**src/include/aocc_pkg.sv**
```systemverilog
// package: register map, field layout, defaults and timing counts for the converter output control
package aocc_pkg;

    localparam logic [6:0] ADDR_TIMING = 7'h03;
    localparam logic [6:0] ADDR_IMP_A = 7'h04;
    localparam logic [6:0] ADDR_IMP_B = 7'h05;
    localparam logic [6:0] ADDR_DIVFMT = 7'h06;
    localparam logic [6:0] ADDR_RSVD = 7'h07;
    localparam logic [6:0] ADDR_BIAS = 7'h08;
    localparam logic [6:0] ADDR_SRST = 7'h0A;

    localparam logic [7:0] RST_TIMING = 8'h6D;
    localparam logic [7:0] RST_ZERO = 8'h00;
    localparam logic [7:0] SRST_KEY = 8'h5A;
    localparam logic [7:0] SRST_STATUS = 8'h14;

    localparam int BIT_SKIP = 7;
    localparam int BIT_HALF = 6;
    localparam int BIT_PAT_SEL = 7;
    localparam int BIT_PAT_EN = 6;
    localparam int BIT_ALIGN_EDGE = 2;

    localparam logic [1:0] FMT_OFFSET = 2'h1;
    localparam logic [1:0] FMT_GRAY = 2'h2;
    localparam logic [1:0] DIV_BY2 = 2'h1;
    localparam logic [1:0] DIV_BY4 = 2'h2;

    localparam logic [7:0] PAT_ODD = 8'h55;
    localparam logic [7:0] PAT_EVEN = 8'hAA;

    localparam int LATENCY = 9;
    localparam int SYNC_EDGE = 3;
    localparam logic [3:0] TRIM_STEPS = 4'h3;
    localparam logic [3:0] STROBE_LEAD = 4'h2;
    localparam real SKIP_SAVE_NS = 3.4;
    localparam real CLK_NS = 5.0;
    localparam int SERIAL_BITS = 16;

    typedef struct packed {
        logic [7:0] word;
        logic over_range;
    } aocc_sample_t;

    typedef struct packed {
        logic skip;
        logic half;
        logic [3:0] strobe_phase;
        logic [3:0] word_phase;
        logic [2:0] imp_strobe_a;
        logic [2:0] imp_word_a;
        logic [2:0] imp_strobe_b;
        logic [2:0] imp_word_b;
    } aocc_drive_t;
endpackage

```
**src/design/aocc_top.sv**
```systemverilog
// converter output control: serial registers, clock divider, formatting, test pattern, pipeline
`timescale 1ns/1ps
module aocc_top #(
    parameter int WIDTH = 8
) (
    // clock and reset
    input wire logic mclk,
    input wire logic reset,
    input wire logic clk_en,
    // serial port, sampled on mclk
    input wire logic serial_port_off,
    input wire logic ser_cs_n,
    input wire logic ser_sclk,
    input wire logic ser_sdio_in,
    output logic ser_sdio_out,
    output logic ser_sdio_oe,
    // parallel strap inputs
    input wire logic [1:0] div_pin,
    input wire logic div_align,
    input wire logic single_bus_interleave,
    // converter core samples
    input wire aocc_pkg::aocc_sample_t core_a,
    input wire aocc_pkg::aocc_sample_t core_b,
    // outputs
    output aocc_pkg::aocc_sample_t out_a,
    output aocc_pkg::aocc_sample_t out_b,
    output logic output_strobe,
    output logic sample_tick,
    output aocc_pkg::aocc_drive_t drive,
    output logic [7:0] bias_cfg
);
    import aocc_pkg::*;

    // ********************************
    // serial register port
    // ********************************
    typedef enum logic [2:0] {
        SP_IDLE = 3'b001,
        SP_SHIFT = 3'b010,
        SP_DONE = 3'b100
    } aocc_sp_t;

    aocc_sp_t sp_reg, sp_next;
    logic [4:0] cnt_reg, cnt_next;
    logic [15:0] sh_reg, sh_next;
    logic [7:0] rd_reg, rd_next;
    logic sclk_d_reg, sclk_d_next;
    logic oe_reg, oe_next;
    logic [7:0] timing_reg, timing_next;
    logic [7:0] imp_a_reg, imp_a_next;
    logic [7:0] imp_b_reg, imp_b_next;
    logic [7:0] divfmt_reg, divfmt_next;
    logic [7:0] bias_reg, bias_next;
    logic wr_fire;
    logic [6:0] wr_addr;
    logic [7:0] rd_val;

    wire sclk_rise = ser_sclk && !sclk_d_reg;
    wire sclk_fall = !ser_sclk && sclk_d_reg;

    always_comb
    begin
        case ({sh_reg[5:0], ser_sdio_in})
            ADDR_TIMING: rd_val = timing_reg;
            ADDR_IMP_A: rd_val = imp_a_reg;
            ADDR_IMP_B: rd_val = imp_b_reg;
            ADDR_DIVFMT: rd_val = divfmt_reg;
            ADDR_BIAS: rd_val = bias_reg;
            ADDR_SRST: rd_val = SRST_STATUS;
            default: rd_val = RST_ZERO;
        endcase
    end

    always_comb
    begin
        sp_next = sp_reg;
        cnt_next = cnt_reg;
        sh_next = sh_reg;
        rd_next = rd_reg;
        oe_next = oe_reg;
        sclk_d_next = ser_sclk;
        wr_fire = 1'b0;
        wr_addr = sh_reg[14:8];
        case (sp_reg)
            SP_IDLE:
            begin
                cnt_next = 5'h00;
                oe_next = 1'b0;
                if (!ser_cs_n && !serial_port_off)
                    sp_next = SP_SHIFT;
            end
            SP_SHIFT:
            begin
                if (sclk_rise)
                begin
                    sh_next = {sh_reg[14:0], ser_sdio_in};
                    cnt_next = cnt_reg + 5'h01;
                    if (cnt_reg == 5'h07 && sh_reg[6])
                        rd_next = rd_val;
                    if (cnt_reg == 5'(SERIAL_BITS - 1))
                        sp_next = SP_DONE;
                end
                // read data leaves on falling edges after address
                if (sclk_fall && cnt_reg >= 5'h08)
                begin
                    if (oe_reg)
                        rd_next = {rd_reg[6:0], 1'b0};
                    oe_next = oe_reg || (cnt_reg == 5'h08 && sh_reg[7]);
                end
                if (ser_cs_n)
                    sp_next = SP_IDLE;
            end
            SP_DONE:
            begin
                wr_fire = !sh_reg[15];
                sp_next = SP_IDLE;
            end
            default: sp_next = SP_IDLE;
        endcase
    end

    wire soft_clear_cmd = wr_fire && wr_addr == ADDR_SRST && sh_reg[7:0] == SRST_KEY;

    always_comb
    begin
        timing_next = timing_reg;
        imp_a_next = imp_a_reg;
        imp_b_next = imp_b_reg;
        divfmt_next = divfmt_reg;
        bias_next = bias_reg;
        if (soft_clear_cmd)
        begin
            timing_next = RST_TIMING;
            imp_a_next = RST_ZERO;
            imp_b_next = RST_ZERO;
            divfmt_next = RST_ZERO;
            bias_next = RST_ZERO;
        end
        else if (wr_fire)
        begin
            // reserved slot and unmapped addresses drop the write
            case (wr_addr)
                ADDR_TIMING: timing_next = sh_reg[7:0];
                ADDR_IMP_A: imp_a_next = sh_reg[7:0];
                ADDR_IMP_B: imp_b_next = sh_reg[7:0];
                ADDR_DIVFMT: divfmt_next = sh_reg[7:0];
                ADDR_BIAS: bias_next = sh_reg[7:0];
                default: bias_next = bias_reg;
            endcase
        end
    end

    // ********************************
    // clock divider and alignment
    // ********************************
    logic [1:0] div_reg, div_next;
    logic align_prev_reg, align_prev_next;
    logic [1:0] align_cnt_reg, align_cnt_next;
    logic [1:0] ratio;
    logic [1:0] div_mask;

    always_comb
    begin
        ratio = serial_port_off ? div_pin : divfmt_reg[1:0];
        case (ratio)
            DIV_BY2: div_mask = 2'h1;
            DIV_BY4: div_mask = 2'h3;
            default: div_mask = 2'h0;
        endcase
    end

    always_comb
    begin
        align_prev_next = div_align;
        align_cnt_next = align_cnt_reg;
        div_next = (div_reg + 2'h1) & div_mask;
        if (div_align && !align_prev_reg)
        begin
            align_cnt_next = 2'(SYNC_EDGE - 1);
        end
        else if (align_cnt_reg != 2'h0)
        begin
            align_cnt_next = align_cnt_reg - 2'h1;
            if (align_cnt_reg == 2'h1)
            begin
                if (divfmt_reg[BIT_ALIGN_EDGE])
                begin
                    div_next = 2'h0;
                end
                else
                begin
                    div_next = div_reg;
                end
            end
        end
    end

    wire tick = div_reg == div_mask;
    assign sample_tick = tick;

    // ********************************
    // formatting, test pattern, latency
    // ********************************
    logic [WIDTH-1:0] ramp_reg, ramp_next;
    logic alt_reg, alt_next;
    aocc_sample_t pipe_a_reg [LATENCY], pipe_a_next [LATENCY];
    aocc_sample_t pipe_b_reg [LATENCY], pipe_b_next [LATENCY];
    aocc_sample_t src_a, src_b, fmt_a, fmt_b;
    logic strobe_reg, strobe_next;

    function automatic aocc_sample_t encode(input aocc_sample_t s, input logic [1:0] f);
        aocc_sample_t r;
        r = s;
        // offset binary in, chosen format out
        if (f == FMT_OFFSET)
            r.word = s.word;
        else if (f == FMT_GRAY)
            r.word = s.word ^ (s.word >> 1);
        else
            r.word = {~s.word[7], s.word[6:0]};
        return r;
    endfunction

    always_comb
    begin
        ramp_next = ramp_reg;
        alt_next = alt_reg;
        if (tick)
        begin
            ramp_next = ramp_reg + 8'h01;
            alt_next = !alt_reg;
        end
        src_a = core_a;
        src_b = core_b;
        if (divfmt_reg[BIT_PAT_EN])
        begin
            if (divfmt_reg[BIT_PAT_SEL])
            begin
                src_a.word = alt_reg ? PAT_EVEN : PAT_ODD;
                src_a.over_range = !alt_reg;
            end
            else
            begin
                src_a.word = ramp_reg;
                src_a.over_range = 1'b0;
            end
            src_b = src_a;
        end
        fmt_a = (divfmt_reg[BIT_PAT_EN] && divfmt_reg[BIT_PAT_SEL]) ? src_a : encode(src_a, divfmt_reg[5:4]);
        fmt_b = (divfmt_reg[BIT_PAT_EN] && divfmt_reg[BIT_PAT_SEL]) ? src_b : encode(src_b, divfmt_reg[5:4]);
        pipe_a_next = pipe_a_reg;
        pipe_b_next = pipe_b_reg;
        strobe_next = tick;
        if (tick)
        begin
            pipe_a_next[0] = fmt_a;
            pipe_b_next[0] = fmt_b;
            for (int i = 1; i < LATENCY; i++)
            begin
                pipe_a_next[i] = pipe_a_reg[i-1];
                pipe_b_next[i] = pipe_b_reg[i-1];
            end
        end
    end

    assign out_a = pipe_a_reg[LATENCY-1];
    assign out_b = pipe_b_reg[LATENCY-1];
    assign output_strobe = strobe_reg;

    // ********************************
    // analog-side settings
    // ********************************
    // signed trims in sixteenths; fine delay lines sit in analog outputs
    function automatic logic [3:0] trim(input logic [2:0] c);
        if (c[2])
            return (c[1:0] == 2'h0) ? 4'h0 : 4'h0 - {2'h0, c[1:0]};
        return {2'h0, c[1:0]};
    endfunction

    always_comb
    begin
        drive.skip = timing_reg[BIT_SKIP];
        // half delay gated in interleave mode
        drive.half = timing_reg[BIT_HALF] && !single_bus_interleave;
        drive.strobe_phase = trim(timing_reg[5:3]) - STROBE_LEAD;
        drive.word_phase = trim(timing_reg[2:0]);
        drive.imp_strobe_a = imp_a_reg[5:3];
        drive.imp_word_a = imp_a_reg[2:0];
        drive.imp_strobe_b = imp_b_reg[5:3];
        drive.imp_word_b = imp_b_reg[2:0];
    end
    assign bias_cfg = bias_reg;
    assign ser_sdio_out = rd_reg[7];
    assign ser_sdio_oe = oe_reg;

    // ********************************
    // state registers
    // ********************************
    always_ff @(posedge mclk)
    begin
        if (reset)
        begin
            sp_reg <= SP_IDLE;
            cnt_reg <= 5'h00;
            sh_reg <= 16'h0000;
            rd_reg <= RST_ZERO;
            sclk_d_reg <= 1'b0;
            oe_reg <= 1'b0;
            timing_reg <= RST_TIMING;
            imp_a_reg <= RST_ZERO;
            imp_b_reg <= RST_ZERO;
            divfmt_reg <= RST_ZERO;
            bias_reg <= RST_ZERO;
            div_reg <= 2'h0;
            align_prev_reg <= 1'b0;
            align_cnt_reg <= 2'h0;
            ramp_reg <= 8'h00;
            alt_reg <= 1'b0;
            strobe_reg <= 1'b0;
            for (int i = 0; i < LATENCY; i++)
            begin
                pipe_a_reg[i] <= '0;
                pipe_b_reg[i] <= '0;
            end
        end
        else if (clk_en)
        begin
            sp_reg <= sp_next;
            cnt_reg <= cnt_next;
            sh_reg <= sh_next;
            rd_reg <= rd_next;
            sclk_d_reg <= sclk_d_next;
            oe_reg <= oe_next;
            timing_reg <= timing_next;
            imp_a_reg <= imp_a_next;
            imp_b_reg <= imp_b_next;
            divfmt_reg <= divfmt_next;
            bias_reg <= bias_next;
            div_reg <= div_next;
            align_prev_reg <= align_prev_next;
            align_cnt_reg <= align_cnt_next;
            ramp_reg <= ramp_next;
            alt_reg <= alt_next;
            strobe_reg <= strobe_next;
            pipe_a_reg <= pipe_a_next;
            pipe_b_reg <= pipe_b_next;
        end
    end
endmodule

```
**config.mk**
```make
export PLATFORM = sky130hd
export DESIGN_NAME = aocc_top
export DESIGN_NICKNAME = d
export VERILOG_FILES = /design/src/include/aocc_pkg.sv /design/src/design/aocc_top.sv
export SDC_FILE = /design/constraint.sdc
export NUM_CORES = 1
export LEC_CHECK = 0
export ABC_CLOCK_PERIOD_IN_PS = 3250
export BUFFER_PORTS_ARGS = -buffer_cell sky130_fd_sc_hd__clkbuf_2
export CAP_MARGIN = 20
export CORE_MARGIN = 3
export CORE_UTILIZATION = 60
export CTS_BUF_LIST = sky130_fd_sc_hd__clkbuf_8
export CTS_CLUSTER_SIZE = 25
export DETAILED_ROUTE_END_ITERATION = 7
export PLACE_DENSITY = 0.87
export SLEW_MARGIN = 20
export SYNTH_ARGS = -nofsm -noshare
export SYNTH_HDL_FRONTEND = slang
export SYNTH_SLANG_ARGS = --single-unit
```
**constraint.sdc**
```tcl
create_clock -name mclk -period 3.25 [get_ports mclk]
set_clock_uncertainty 0.1 [all_clocks]
set_input_delay 0.4875 -clock mclk [delete_from_list [all_inputs] [get_ports mclk]]
set_output_delay 0.4875 -clock mclk [all_outputs]
set_load 0.01 [all_outputs]
```
# After elaboration in Yosys (flattened, before gate mapping)
# Cells that the tools add are included.
# Widths: inputs -> output; s select.
word_totals:
  regBits: 251
  inputBits: 29
op_classes:
  addsub: 7
  bitwise_logic: 5
  eq_ne: 31
  muxes: 56
  reduce_logical: 44
  order_cmp: 1
ops:
  columns: ["cell", "count"]
  rows:
  - ["$mux 8", 24]
  - ["$pmux 8 s6", 1]
  - ["$mux 9", 5]
  - ["$eq 7x3->1 const B", 6]
  - ["$eq 7x4->1 const B", 4]
  - ["$mux 4", 6]
  - ["$reduce_and 3->1", 8]
  - ["$reduce_bool 2->1", 9]
  - ["$xor 8x7->8", 2]
  - ["$eq 7x2->1 const B", 2]
  - ["$mux 2", 7]
  - ["$mux 3", 4]
  - ["$logic_and 1x1->1", 11]
  - ["$eq 5x4->1 const B", 2]
  - ["$pmux 5 s2", 1]
  - ["$add 8x1->8 const B", 1]
  - ["$eq 8x7->1 const B", 1]
  - ["$logic_not 1->1", 8]
  - ["$reduce_and 2->1", 4]
  - ["$eq 2x1->1 const B", 3]
  - ["$ne 2x2->1 const B", 3]
  - ["$ne 3x3->1 const B", 2]
  - ["$pmux 3 s2", 1]
  - ["$sub 1x2->3 const A", 2]
  - ["other kinds (21)", 27]

# Depth between registers and ports, before layout
# Gate-level depths: netlist (run 1).
logic_depth:
  ltp_word: 7
  mapped_depth: 10

# Least setup slack after synthesis (run 1)
# Ideal clock, no wire load.
synth_path:
  path_type: "input to register"
  start: "input port serial_port_off"
  end: "register pipe_b_reg[10] in the netlist's numbering"
  t_arrival_ns: 2.375
  required_ns: 3.080
  slack_ns: 0.705
  path_buffers: 3
  setup_ns: 0.070
  cell_stages: 10
  path_cell_list: "mux2_2 ha_1 inv_1 ha_1 and3_1 clkbuf_1 clkbuf_1 clkbuf_1 nand2_1 a21oi_1"
synth_via:
  elab_chain_cells: 5
synth_lines:
  columns: ["element", "line", "rtl"]
  rows:
  - ["start: declaration", "aocc_top.sv:11", "input wire logic serial_port_off,"]
  - ["$mux 2 (*)", "aocc_top.sv:164", "ratio = serial_port_off ? div_pin : divfmt_reg[1:0];"]
  - ["$eq 2x2->1 / $eq 2x1->1 (equally long branches)", "aocc_top.sv:165", "case (ratio)"]
  - ["$pmux 2 s2 (*)", "aocc_top.sv:165", null]
  - ["$eq 2x2->1 (*)", "aocc_top.sv:198", "wire tick = div_reg == div_mask;"]
  - ["$reduce_and 2->1 (no source line) (*)", null, null]
  - ["end signal: assignment", "aocc_top.sv:346", "pipe_b_reg <= pipe_b_next;"]
  - ["end: declaration", "aocc_top.sv:207", "aocc_sample_t pipe_b_reg [LATENCY], pipe_b_next [LATENCY];"]
# Mark *: on every way between the ends. The rest lies on a longest branch, timed or not.
# A chain may end at the register's enable or synchronous reset.

# Worst setup path in the final report (run 1)
layout_path:
  start: "register divfmt_reg[1]"
  end: "output port sample_tick"
layout_via:
  elab_chain_cells: 4
layout_lines:
  columns: ["element", "line", "rtl"]
  rows:
  - ["start: declaration", "aocc_top.sv:52", "logic [7:0] divfmt_reg, divfmt_next;"]
  - ["start signal: assignment", "aocc_top.sv:337", "divfmt_reg <= divfmt_next;"]
  - ["$mux 2 (*)", "aocc_top.sv:164", null]
  - ["$eq 2x2->1 / $eq 2x1->1 (equally long branches)", "aocc_top.sv:165", null]
  - ["$pmux 2 s2 (*)", "aocc_top.sv:165", null]
  - ["$eq 2x2->1 (*)", "aocc_top.sv:198", null]
  - ["end: declaration", "aocc_top.sv:28", "output logic sample_tick,"]
# Marks and branches as above.

==> run_results.csv, run 1 <==
group,metric,value,unit
run_status,status,"finished, final reports clean",
sta,worst_pin_slew,0.912,ns
die,die_w,139,um
place,dp_hpwl,15.3,mm
die,ios,81,
route,wl_per_cell,14.8,um
logic_synthesis,synth_cells,1361,
global_routing,antenna_found_initial,0,
place,io_buffers,80,
sta,setup_viol,0,
final_layout,layout-drive-gt1-share,12.4,%
setup_path,start_kind,"flop",
logic_synthesis,ys_types,67,
route,drtIter0Drc,860,
die,initial_core_util,61.6,%
logic_synthesis,synth_common_cells,"nand2_1 (395), dfxtp_1 (251), a21oi_1 (213)",
clock_network,cts_setup_buffers,0,
setup_path,arrival,2.11,ns
power_and_ir_drop,power_leakage,4.17,nW
run,max_cap_viol_count,0,
clock_network,cts_root_buf,"clkbuf_8",
setup_path,critPathMostFrequentCell,"ha_1",
final_layout,stdcell_count,1631,
clock_network,cts_buffers,41,
power_and_ir_drop,powerDensity,530,nW/um2
sta,rsz0062_at_grt,"no",
clock_network,hold_buffers,0,
logic_synthesis,synth_area_leaders,"dfxtp_1 (47%), nand2_1 (14%), a21oi_1 (10%), clkbuf_1 (3.0%), o21ai_0 (2.4%)",
global_routing,grt_max_degree,167,
sta,fmax,0.371,GHz
setup_path,cpPeakStageDelay,0.35,ns
logic_synthesis,synth_largest_area_cell,"dfxtp_1",
clock_network,h-tree-depth,2,
setup_path,critPathKind,"flop to primary output",
die,dieArea,19400,um2
final_layout,num-fill-cells,1348,
clock_network,clockBufferDepth,3,
route,antenna_left,0,
die,core_area,17400,um2
clock_network,clk_pin_slew,0.06,ns
setup_path,critPathSlowestCell,"dfxtp_1",
die,std_cell_rows,48,
global_routing,grt_use_total,24.1,%
route,viasPerCell,5.70,
logic_synthesis,ys_seq_area_share,47.0,%
route,vias,9292,
sta,hold_slack,0.124,ns
setup_path,crit_buf_inv,2,
sta,fin_crit_sh,83.0,%
setup_path,cp_max_fo,3,
setup_path,end_kind,"primary output",
sta,period_needed,2.70,ns
place,gp_congestion,0.901,
route,first_pass_iters,5,
hold_path,min_path_type,"input port to flop",
logic_synthesis,synth_edf_count,0,
logic_synthesis,async_reset_ff_share,0,%
logic_synthesis,yosysMostFrequentCell,"nand2_1",
clock_network,cts_tree,"built",
final_layout,area_growth,10.8,%
clock_network,clock_sinks,251,
final_layout,multi_input_area,4980,um2
setup_path,worstPathCellList,"mux2_2, ha_1, inv_1, ha_1, and2_1, clkbuf_2",
logic_synthesis,ys.warnings.count,0,
setup_path,critical_path.top_delay_family,"adder cells",
die,die_h,139,um
logic_synthesis,synth-main-ff-cell,"dfxtp_1",
final_layout,diodes,0,
route,drc,0,
logic_synthesis,synthesis.nets,1402,
sta,relSlewSlack,39.1,%
sta,hold_viol_final,0,
global_routing,grt_pass1_vias,8696,
global_routing,grt_pass1_wl,40.4,mm
final_layout,regArea,5020,um2
setup_path,required,2.66,ns
logic_synthesis,synth_top_cell_area_share,47.0,%
power_and_ir_drop,ir_drop,0.000334,V
clock_network,insertion_delay,0.54,ns
sta,tns,0,ns
clock_network,ctsResizeCount,0,
place,placed_cells,1561,
logic_synthesis,ys_seq_elements,251,
logic_synthesis,avgSynthCellArea,7.85,um2
route,drt_wl_total,24.1,mm
final_layout,nets,1420,
logic_synthesis,synth_area,10700,um2
sta,slew_violations,0,
global_routing,grt_overflow,0,
[metrics by stage]
stage / instance area, um2 / total power, mW / setup slack [ns] / util (%)
finish: 11800 / 6.27 / 0.552 / 68.2
CTS: 11800 / 6.30 / 0.545 / 68.2
global route: 11800 / 6.49 / 0.484 / 68.2
global placement: 11000 / 3.60 / 0.468 / 63.5
detailed placement: 11000 / 3.61 / 0.414 / 63.5
floorplan: 10700 / 3.48 / 0.705 / -
[layout by cell type, fill, tap and decap left out, drive strengths merged, types with 4 or more instances in the layout]
| cell type | count |
|---|---|
| clkinv | 4 |
| clkbuf | 128 |
| a21oi | 214 |
| a22oi | 12 |
| a32oi | 4 |
| nor4b | 4 |
| nor2b | 15 |
| dfxtp | 251 |
| xnor2 | 16 |
| ha | 12 |
| buf | 21 |
| nand2b | 14 |
| o21ai | 53 |
| inv | 42 |
| nor2 | 52 |
| mux2i | 13 |
| or3 | 4 |
| o32ai | 11 |
| nand2 | 395 |
| a31oi | 9 |
| xor2 | 7 |
| nand3 | 32 |
| a211oi | 12 |
| o31ai | 4 |
| nor3 | 9 |
| nor3b | 4 |
| nand4 | 9 |
[logic make-up after synthesis]
kind of cell               Yosys count  synth area share (%)
DFF                                251                  47.0
muxes                               15                  1.43
AOI/OAI and AO/OA                  347                  18.9
adders and majority gates           12                  1.40
buffers and inverters              154                  6.57
and+or+nand+nor                    559                  22.7
xor gates and xnor gates            23                  1.88
[layout make-up]
cell class	instances	area share [%]
Timing Repair Buffer	100	5.34
Sequential cell	251	42.4
Tap cell	225	2.38
Clock buffer	49	5.70
Clock inverter	21	1.20
Inverter	29	0.919
Multi-Input combinational cell	956	42.0
[report_power, final]
group | leakage (nW) | internal (mW) | total [mW] | switching (mW)
combinational | 1.68 | 0.119 | 0.399 | 0.279
sequential | 2.03 | 3.12 | 3.15 | 0.0288
clock | 0.467 | 1.52 | 2.72 | 1.20
[worst min-delay path, delay by kind of cell]
| family | cells | cell delay, ns |
|---|---|---|
| AOI/OAI and AO/OA | 1 | 0.06 |
| buffers and inverters | 1 | 0.09 |
| and+or+nand+nor | 1 | 0.06 |
[path summary, 6_finish.rpt]
path | from | to | slack (ns) | cells past startpoint
max reg2reg | divfmt_reg[1] | pipe_b_reg[22] | 0.74 | 9
min | core_a[0] | pipe_a_reg[72] | 0.12 | 3
min reg2reg | pipe_a_reg[42] | pipe_a_reg[33] | 0.34 | 2
max | divfmt_reg[1] | sample_tick | 0.55 | 6
[routing by layer]
metal	up-vias	wire length (um)	track usage, %
li1	4584	-	-
met1	4336	10300	31.6
met2	318	11600	39.4
met3	54	1650	4.71
met4	0	646	9.42
met5	-	0	0
Power figures use the tool's default switching activity.
==> run 2: changes to the inputs <==
- ABC_CLOCK_PERIOD_IN_PS: 3250 -> 2550
- clock period: 3.25 -> 2.55 ns (I/O delays scaled with it)
==> run_results.csv, run 2 (synthesis results as in run 1) <==
group,metric,value,unit
clock_network,cts_tree,"built",
setup_path,end_kind,"primary output",
global_routing,grt_max_degree,146,
power_and_ir_drop,finalPower,8.24,mW
place,gp_congestion,0.900,
final_layout,nets,1440,
sta,worst_pin_slew,0.694,ns
place,dp_hpwl,16.1,mm
final_layout,final_common_cell,"nand2_1",
global_routing,antenna_found_initial,0,
setup_path,start_kind,"flop",
route,drt_wl_total,25.2,mm
setup_path,worstReg2RegEnd,"pipe_b_reg[58]",
route,drc,0,
clock_network,h-tree-depth,2,
global_routing,grt_use_total,24.7,%
power_and_ir_drop,p_comb_share,7.0,%
hold_path,min_path_type,"input port to flop",
setup_path,cp-endpoint,"sample_tick",
sta,hold_viol_final,0,
global_routing,grt_pass1_wl,40.8,mm
power_and_ir_drop,power_switching,1.97,mW
die,die_w,139,um
die,initial_core_util,61.6,%
sta,fmax,0.403,GHz
final_layout,layout-drive-gt1-share,14.3,%
clock_network,clockBufferDepth,3,
sta,setup_viol,0,
route,first_pass_iters,7,
final_layout,num-fill-cells,1303,
place,dpl_cell_area,11200,um2
route,viasPerCell,5.79,
global_routing,grt_overflow,0,
setup_path,r2r_start,"divfmt_reg[1]",
setup_path,r2r_cells,10,
sta,slew_violations,0,
sta,fin_crit_sh,97.2,%
run,max_cap_viol_count,0,
sta,hold_slack,0.0279,ns
setup_path,reg2reg_slack,0.21,ns
power_and_ir_drop,cell_internal_pwr,6.27,mW
sta,rsz0062_at_grt,"no",
power_and_ir_drop,sw_frac_of_total,24.0,%
power_and_ir_drop,powerDensity,678,nW/um2
setup_path,cp-startpoint,"divfmt_reg[1]",
power_and_ir_drop,power_leakage,4.33,nW
place,io_buffers,80,
clock_network,insertion_delay,0.54,ns
final_layout,final_cell_area,12200,um2
power_and_ir_drop,clockPowerShare,44.3,%
route,vias,9581,
route,drtIter0Drc,752,
route,antenna_left,0,
die,die_h,139,um
die,ios,81,
power_and_ir_drop,seqPwrFrac,48.7,%
die,core_area,17400,um2
sta,relSlewSlack,53.7,%
clock_network,clock_sinks,251,
route,wl_per_cell,15.3,um
clock_network,clk_pin_slew,0.06,ns
sta,tns,0,ns
clock_network,cts_buffers,41,
run_status,status,"finished, final reports clean",
setup_path,cp_max_fo,3,
power_and_ir_drop,ir_drop,0.000429,V
setup_path,arrival,2.00,ns
setup_path,required,2.07,ns
die,std_cell_rows,48,
sta,period_needed,2.48,ns
final_layout,area_growth,13.8,%
die,dieArea,19400,um2
setup_path,critPathKind,"flop to primary output",
final_layout,layout_common_cells,"nand2_1 (395), dfxtp_1 (250), a21oi_1 (213)",
clock_network,cts_root_buf,"clkbuf_8",
global_routing,grt_pass1_vias,8639,
final_layout,diodes,0,
-- run 2: cell count changes in the layout (fill, tap and decap cells not counted), moves of 2 or more --
cell	before	now
buf_4	14	26
clkbuf_8	49	57
buf_12	6	12
inv_1	42	37
clkinv_2	3	5
dlygate4sd3_1	0	2
-- run 2: worst min-delay path by stage --
stage	cells after the start	endpoint	slack (ns)	start
floorplan	2	pipe_a_reg[73]	0.32	pipe_a_reg[73]
global placement	2	pipe_a_reg[12]	0.34	pipe_a_reg[21]
detailed placement	2	pipe_a_reg[66]	0.34	pipe_a_reg[75]
CTS	3	pipe_a_reg[72]	0.01	core_a[0]
global route	3	pipe_a_reg[72]	0.02	core_a[0]
finish	3	pipe_a_reg[72]	0.03	core_a[0]
-- run 2: layer usage --
| layer | track usage (%) | vias to the layer above | routed length, um |
|---|---|---|---|
| met4 | 10.7 | 0 | 897 |
| met2 | 41.1 | 349 | 12100 |
| met3 | 5.29 | 85 | 1720 |
| met5 | 0 | - | 0 |
| li1 | - | 4646 | - |
| met1 | 31.0 | 4501 | 10500 |
-- run 2: what timing repair did --
action	CTS	global route
hold endpoints to repair	2	0
pin swaps	0	1
setup endpoints to repair	1	1
setup buffers	0	2
hold buffers	2	0
gates resized for setup	4	1
-- run 2: worst max-delay path, cell delays in order (launching register included) --
cell and delay [ns]:
dfxtp_2 0.32, mux2_2 0.26, ha_1 0.27, inv_1 0.07, ha_4 0.27, and2_4 0.14
buf_2 0.12
-- run 2: area by class of cell --
cell class | instances | area [um2] | area share [%]
Clock buffer | 57 | 785 | 6.45
Tap cell | 225 | 282 | 2.32
Sequential cell | 251 | 5030 | 41.3
Clock inverter | 16 | 96.3 | 0.792
Multi-Input combinational cell | 956 | 5000 | 41.1
Timing Repair Buffer | 120 | 862 | 7.09
Inverter | 29 | 109 | 0.895
-- run 2: power by group through the flow --
stage / Clock [mW] / Sequential (mW) / Combinational [mW]
4_1_cts: 3.69 / 4.01 / 0.572
6_report: 3.65 / 4.01 / 0.579
3_3_place_gp: 0 / 4.10 / 0.545
5_1_grt: 3.86 / 4.02 / 0.632
2_1_floorplan: 0 / 4.09 / 0.341
3_5_place_dp: 0 / 4.10 / 0.557
-- run 2: per-stage QoR --
step                worst slack [ns]  util [%]  instances
floorplan                      0.110         -       1361
global placement              0.0626      64.6       1577
detailed placement          -0.00543      64.6       1577
CTS                           0.0108      70.0       1652
global route                  0.0273      70.1       1654
finish                        0.0702      70.1       1654
==> run 3: changes to the inputs <==
- BUFFER_PORTS_ARGS: -buffer_cell sky130_fd_sc_hd__clkbuf_2 -> -buffer_cell sky130_fd_sc_hd__buf_2
- REMOVE_ABC_BUFFERS: default -> 1
==> run_results.csv, run 3 (synthesis results as in run 1) <==
group,metric,value,unit
clock_network,cts_buffers,40,
final_layout,layout_common_cells,"nand2_1 (395), dfxtp_1 (250), a21oi_1 (213)",
sta,fin_crit_sh,98.0,%
final_layout,num-fill-cells,1298,
route,first_pass_iters,6,
sta,setup_viol,0,
route,vias,9469,
setup_path,required,2.07,ns
final_layout,area_growth,13.0,%
place,dp_hpwl,16.0,mm
setup_path,arrival,2.02,ns
setup_path,critPathMostFrequentCell,"ha_4",
die,dieArea,19400,um2
route,wl_per_cell,15.1,um
global_routing,grt_pass1_wl,41.9,mm
final_layout,stdcell_count,1655,
setup_path,end_kind,"primary output",
clock_network,clock_sinks,251,
run_status,status,"finished, final reports clean",
route,viasPerCell,5.72,
clock_network,insertion_delay,0.56,ns
power_and_ir_drop,p_comb_share,7.2,%
setup_path,critical_path.top_delay_family,"adder cells",
power_and_ir_drop,sw_frac_of_total,24.4,%
setup_path,critPathSlowestCell,"dfxtp_2",
place,placed_cells,1584,
setup_path,worstPathCellList,"mux2_4, ha_4, inv_2, ha_4, and2_4, buf_6",
sta,slew_violations,0,
power_and_ir_drop,seqPwrFrac,50.9,%
sta,relSlewSlack,55.9,%
die,initial_core_util,61.6,%
global_routing,grt_use_total,25.2,%
final_layout,nets,1446,
hold_path,min_path_type,"input port to flop",
sta,hold_viol_final,0,
sta,worst_pin_slew,0.653,ns
setup_path,start_kind,"flop",
final_layout,final_util,69.6,%
final_layout,final_common_cell,"nand2_1",
final_layout,final_cell_area,12100,um2
die,std_cell_rows,48,
clock_network,h-tree-depth,2,
die,core_area,17400,um2
setup_path,cp_max_fo,3,
route,drtIter0Drc,780,
power_and_ir_drop,powerDensity,652,nW/um2
place,pre_cts_ws,0.0650,ns
clock_network,clk_pin_slew,0.07,ns
global_routing,grt_overflow,0,
clock_network,clockBufferDepth,3,
place,gp_congestion,0.905,
power_and_ir_drop,power_switching,1.92,mW
route,antenna_left,0,
die,die_h,139,um
global_routing,grt_max_degree,114,
die,die_w,139,um
place,dpl_cell_area,11200,um2
sta,fmax,0.400,GHz
power_and_ir_drop,ir_drop,0.000604,V
sta,period_needed,2.50,ns
run,max_cap_viol_count,0,
die,ios,81,
clock_network,cts_tree,"built",
final_layout,layout-drive-gt1-share,14.0,%
sta,setup_slack,0.0508,ns
clock_network,cts_root_buf,"clkbuf_8",
place,io_buffers,80,
setup_path,crit_buf_inv,2,
power_and_ir_drop,clockPowerShare,41.8,%
power_and_ir_drop,power_leakage,4.33,nW
global_routing,grt_pass1_vias,9092,
sta,rsz0062_at_grt,"no",
power_and_ir_drop,cell_internal_pwr,5.96,mW
setup_path,cpPeakStageDelay,0.34,ns
setup_path,critPathKind,"flop to primary output",
sta,tns,0,ns
global_routing,antenna_found_initial,0,
route,drc,0,
route,drt_wl_total,25.0,mm
## run 3: cell types whose count changed in the layout (fill, tap and decap cells not counted), sizes merged
cell	change
clkbuf	-88
buf	+83
dlygate4sd3	+2
diode	+1
clkinvlp	-1
clkinv	-3
inv	+7
## run 3: power by group through the flow
stage / Combinational, mW / Clock (mW) / Sequential, mW
finish: 0.569 / 3.30 / 4.01
global route: 0.623 / 3.54 / 4.02
CTS: 0.564 / 3.35 / 4.01
detailed placement: 0.544 / 0 / 4.10
global placement: 0.536 / 0 / 4.10
floorplan: 0.259 / 0 / 4.09
## run 3: per-stage QoR
| stage | power, mW | hold slack, ns |
|---|---|---|
| after CTS | 7.93 | 0.0505 |
| after global placement | 4.63 | 0.336 |
| final | 7.88 | 0.0888 |
| after global routing | 8.18 | 0.0935 |
| after floorplan | 4.35 | 0.323 |
| after detailed placement | 4.64 | 0.341 |
## run 3: tightest hold or removal path: cells and delay by family
| kind | cells | cell delay [ns] |
|---|---|---|
| compound gates | 1 | 0.07 |
| xor+xnor | 1 | 0.06 |
| buf+inv | 1 | 0.09 |
| simple gates | 1 | 0.07 |
## run 3: cell type report
| cell class | count | area [um2] | area share [%] |
|---|---|---|---|
| Multi-Input combinational cell | 956 | 5010 | 41.5 |
| Antenna cell | 1 | 2.50 | 0.0207 |
| Clock inverter | 19 | 115 | 0.953 |
| Sequential cell | 251 | 5030 | 41.6 |
| Inverter | 29 | 109 | 0.901 |
| Clock buffer | 47 | 647 | 5.36 |
| Timing Repair Buffer | 127 | 888 | 7.36 |
| Tap cell | 225 | 282 | 2.33 |
## run 3: repair_timing
| action | in CTS | in global routing |
|---|---|---|
| setup endpoints to repair | 1 | 0 |
| hold endpoints to repair | 4 | 0 |
| setup buffers | 1 | 0 |
| hold buffers | 4 | 0 |
| gates resized for setup | 7 | 0 |
## run 3: worst paths after layout
check,endpoint,slack [ns],depth (start not counted),startpoint
setup / recovery,sample_tick,0.05,6,divfmt_reg[1]
hold / removal,pipe_b_reg[73],0.09,4,core_b[1]
hold reg to reg,pipe_b_reg[11],0.34,2,pipe_b_reg[20]
setup reg to reg,ramp_reg[0],0.23,9,divfmt_reg[1]
## run 3: metal layers
layer	wire length, um	global-route usage, %	up-vias
met1	10300	30.9	4360
li1	-	-	4655
met2	11900	42.7	378
met5	0	0	-
met3	1950	5.70	76
met4	863	10.9	0
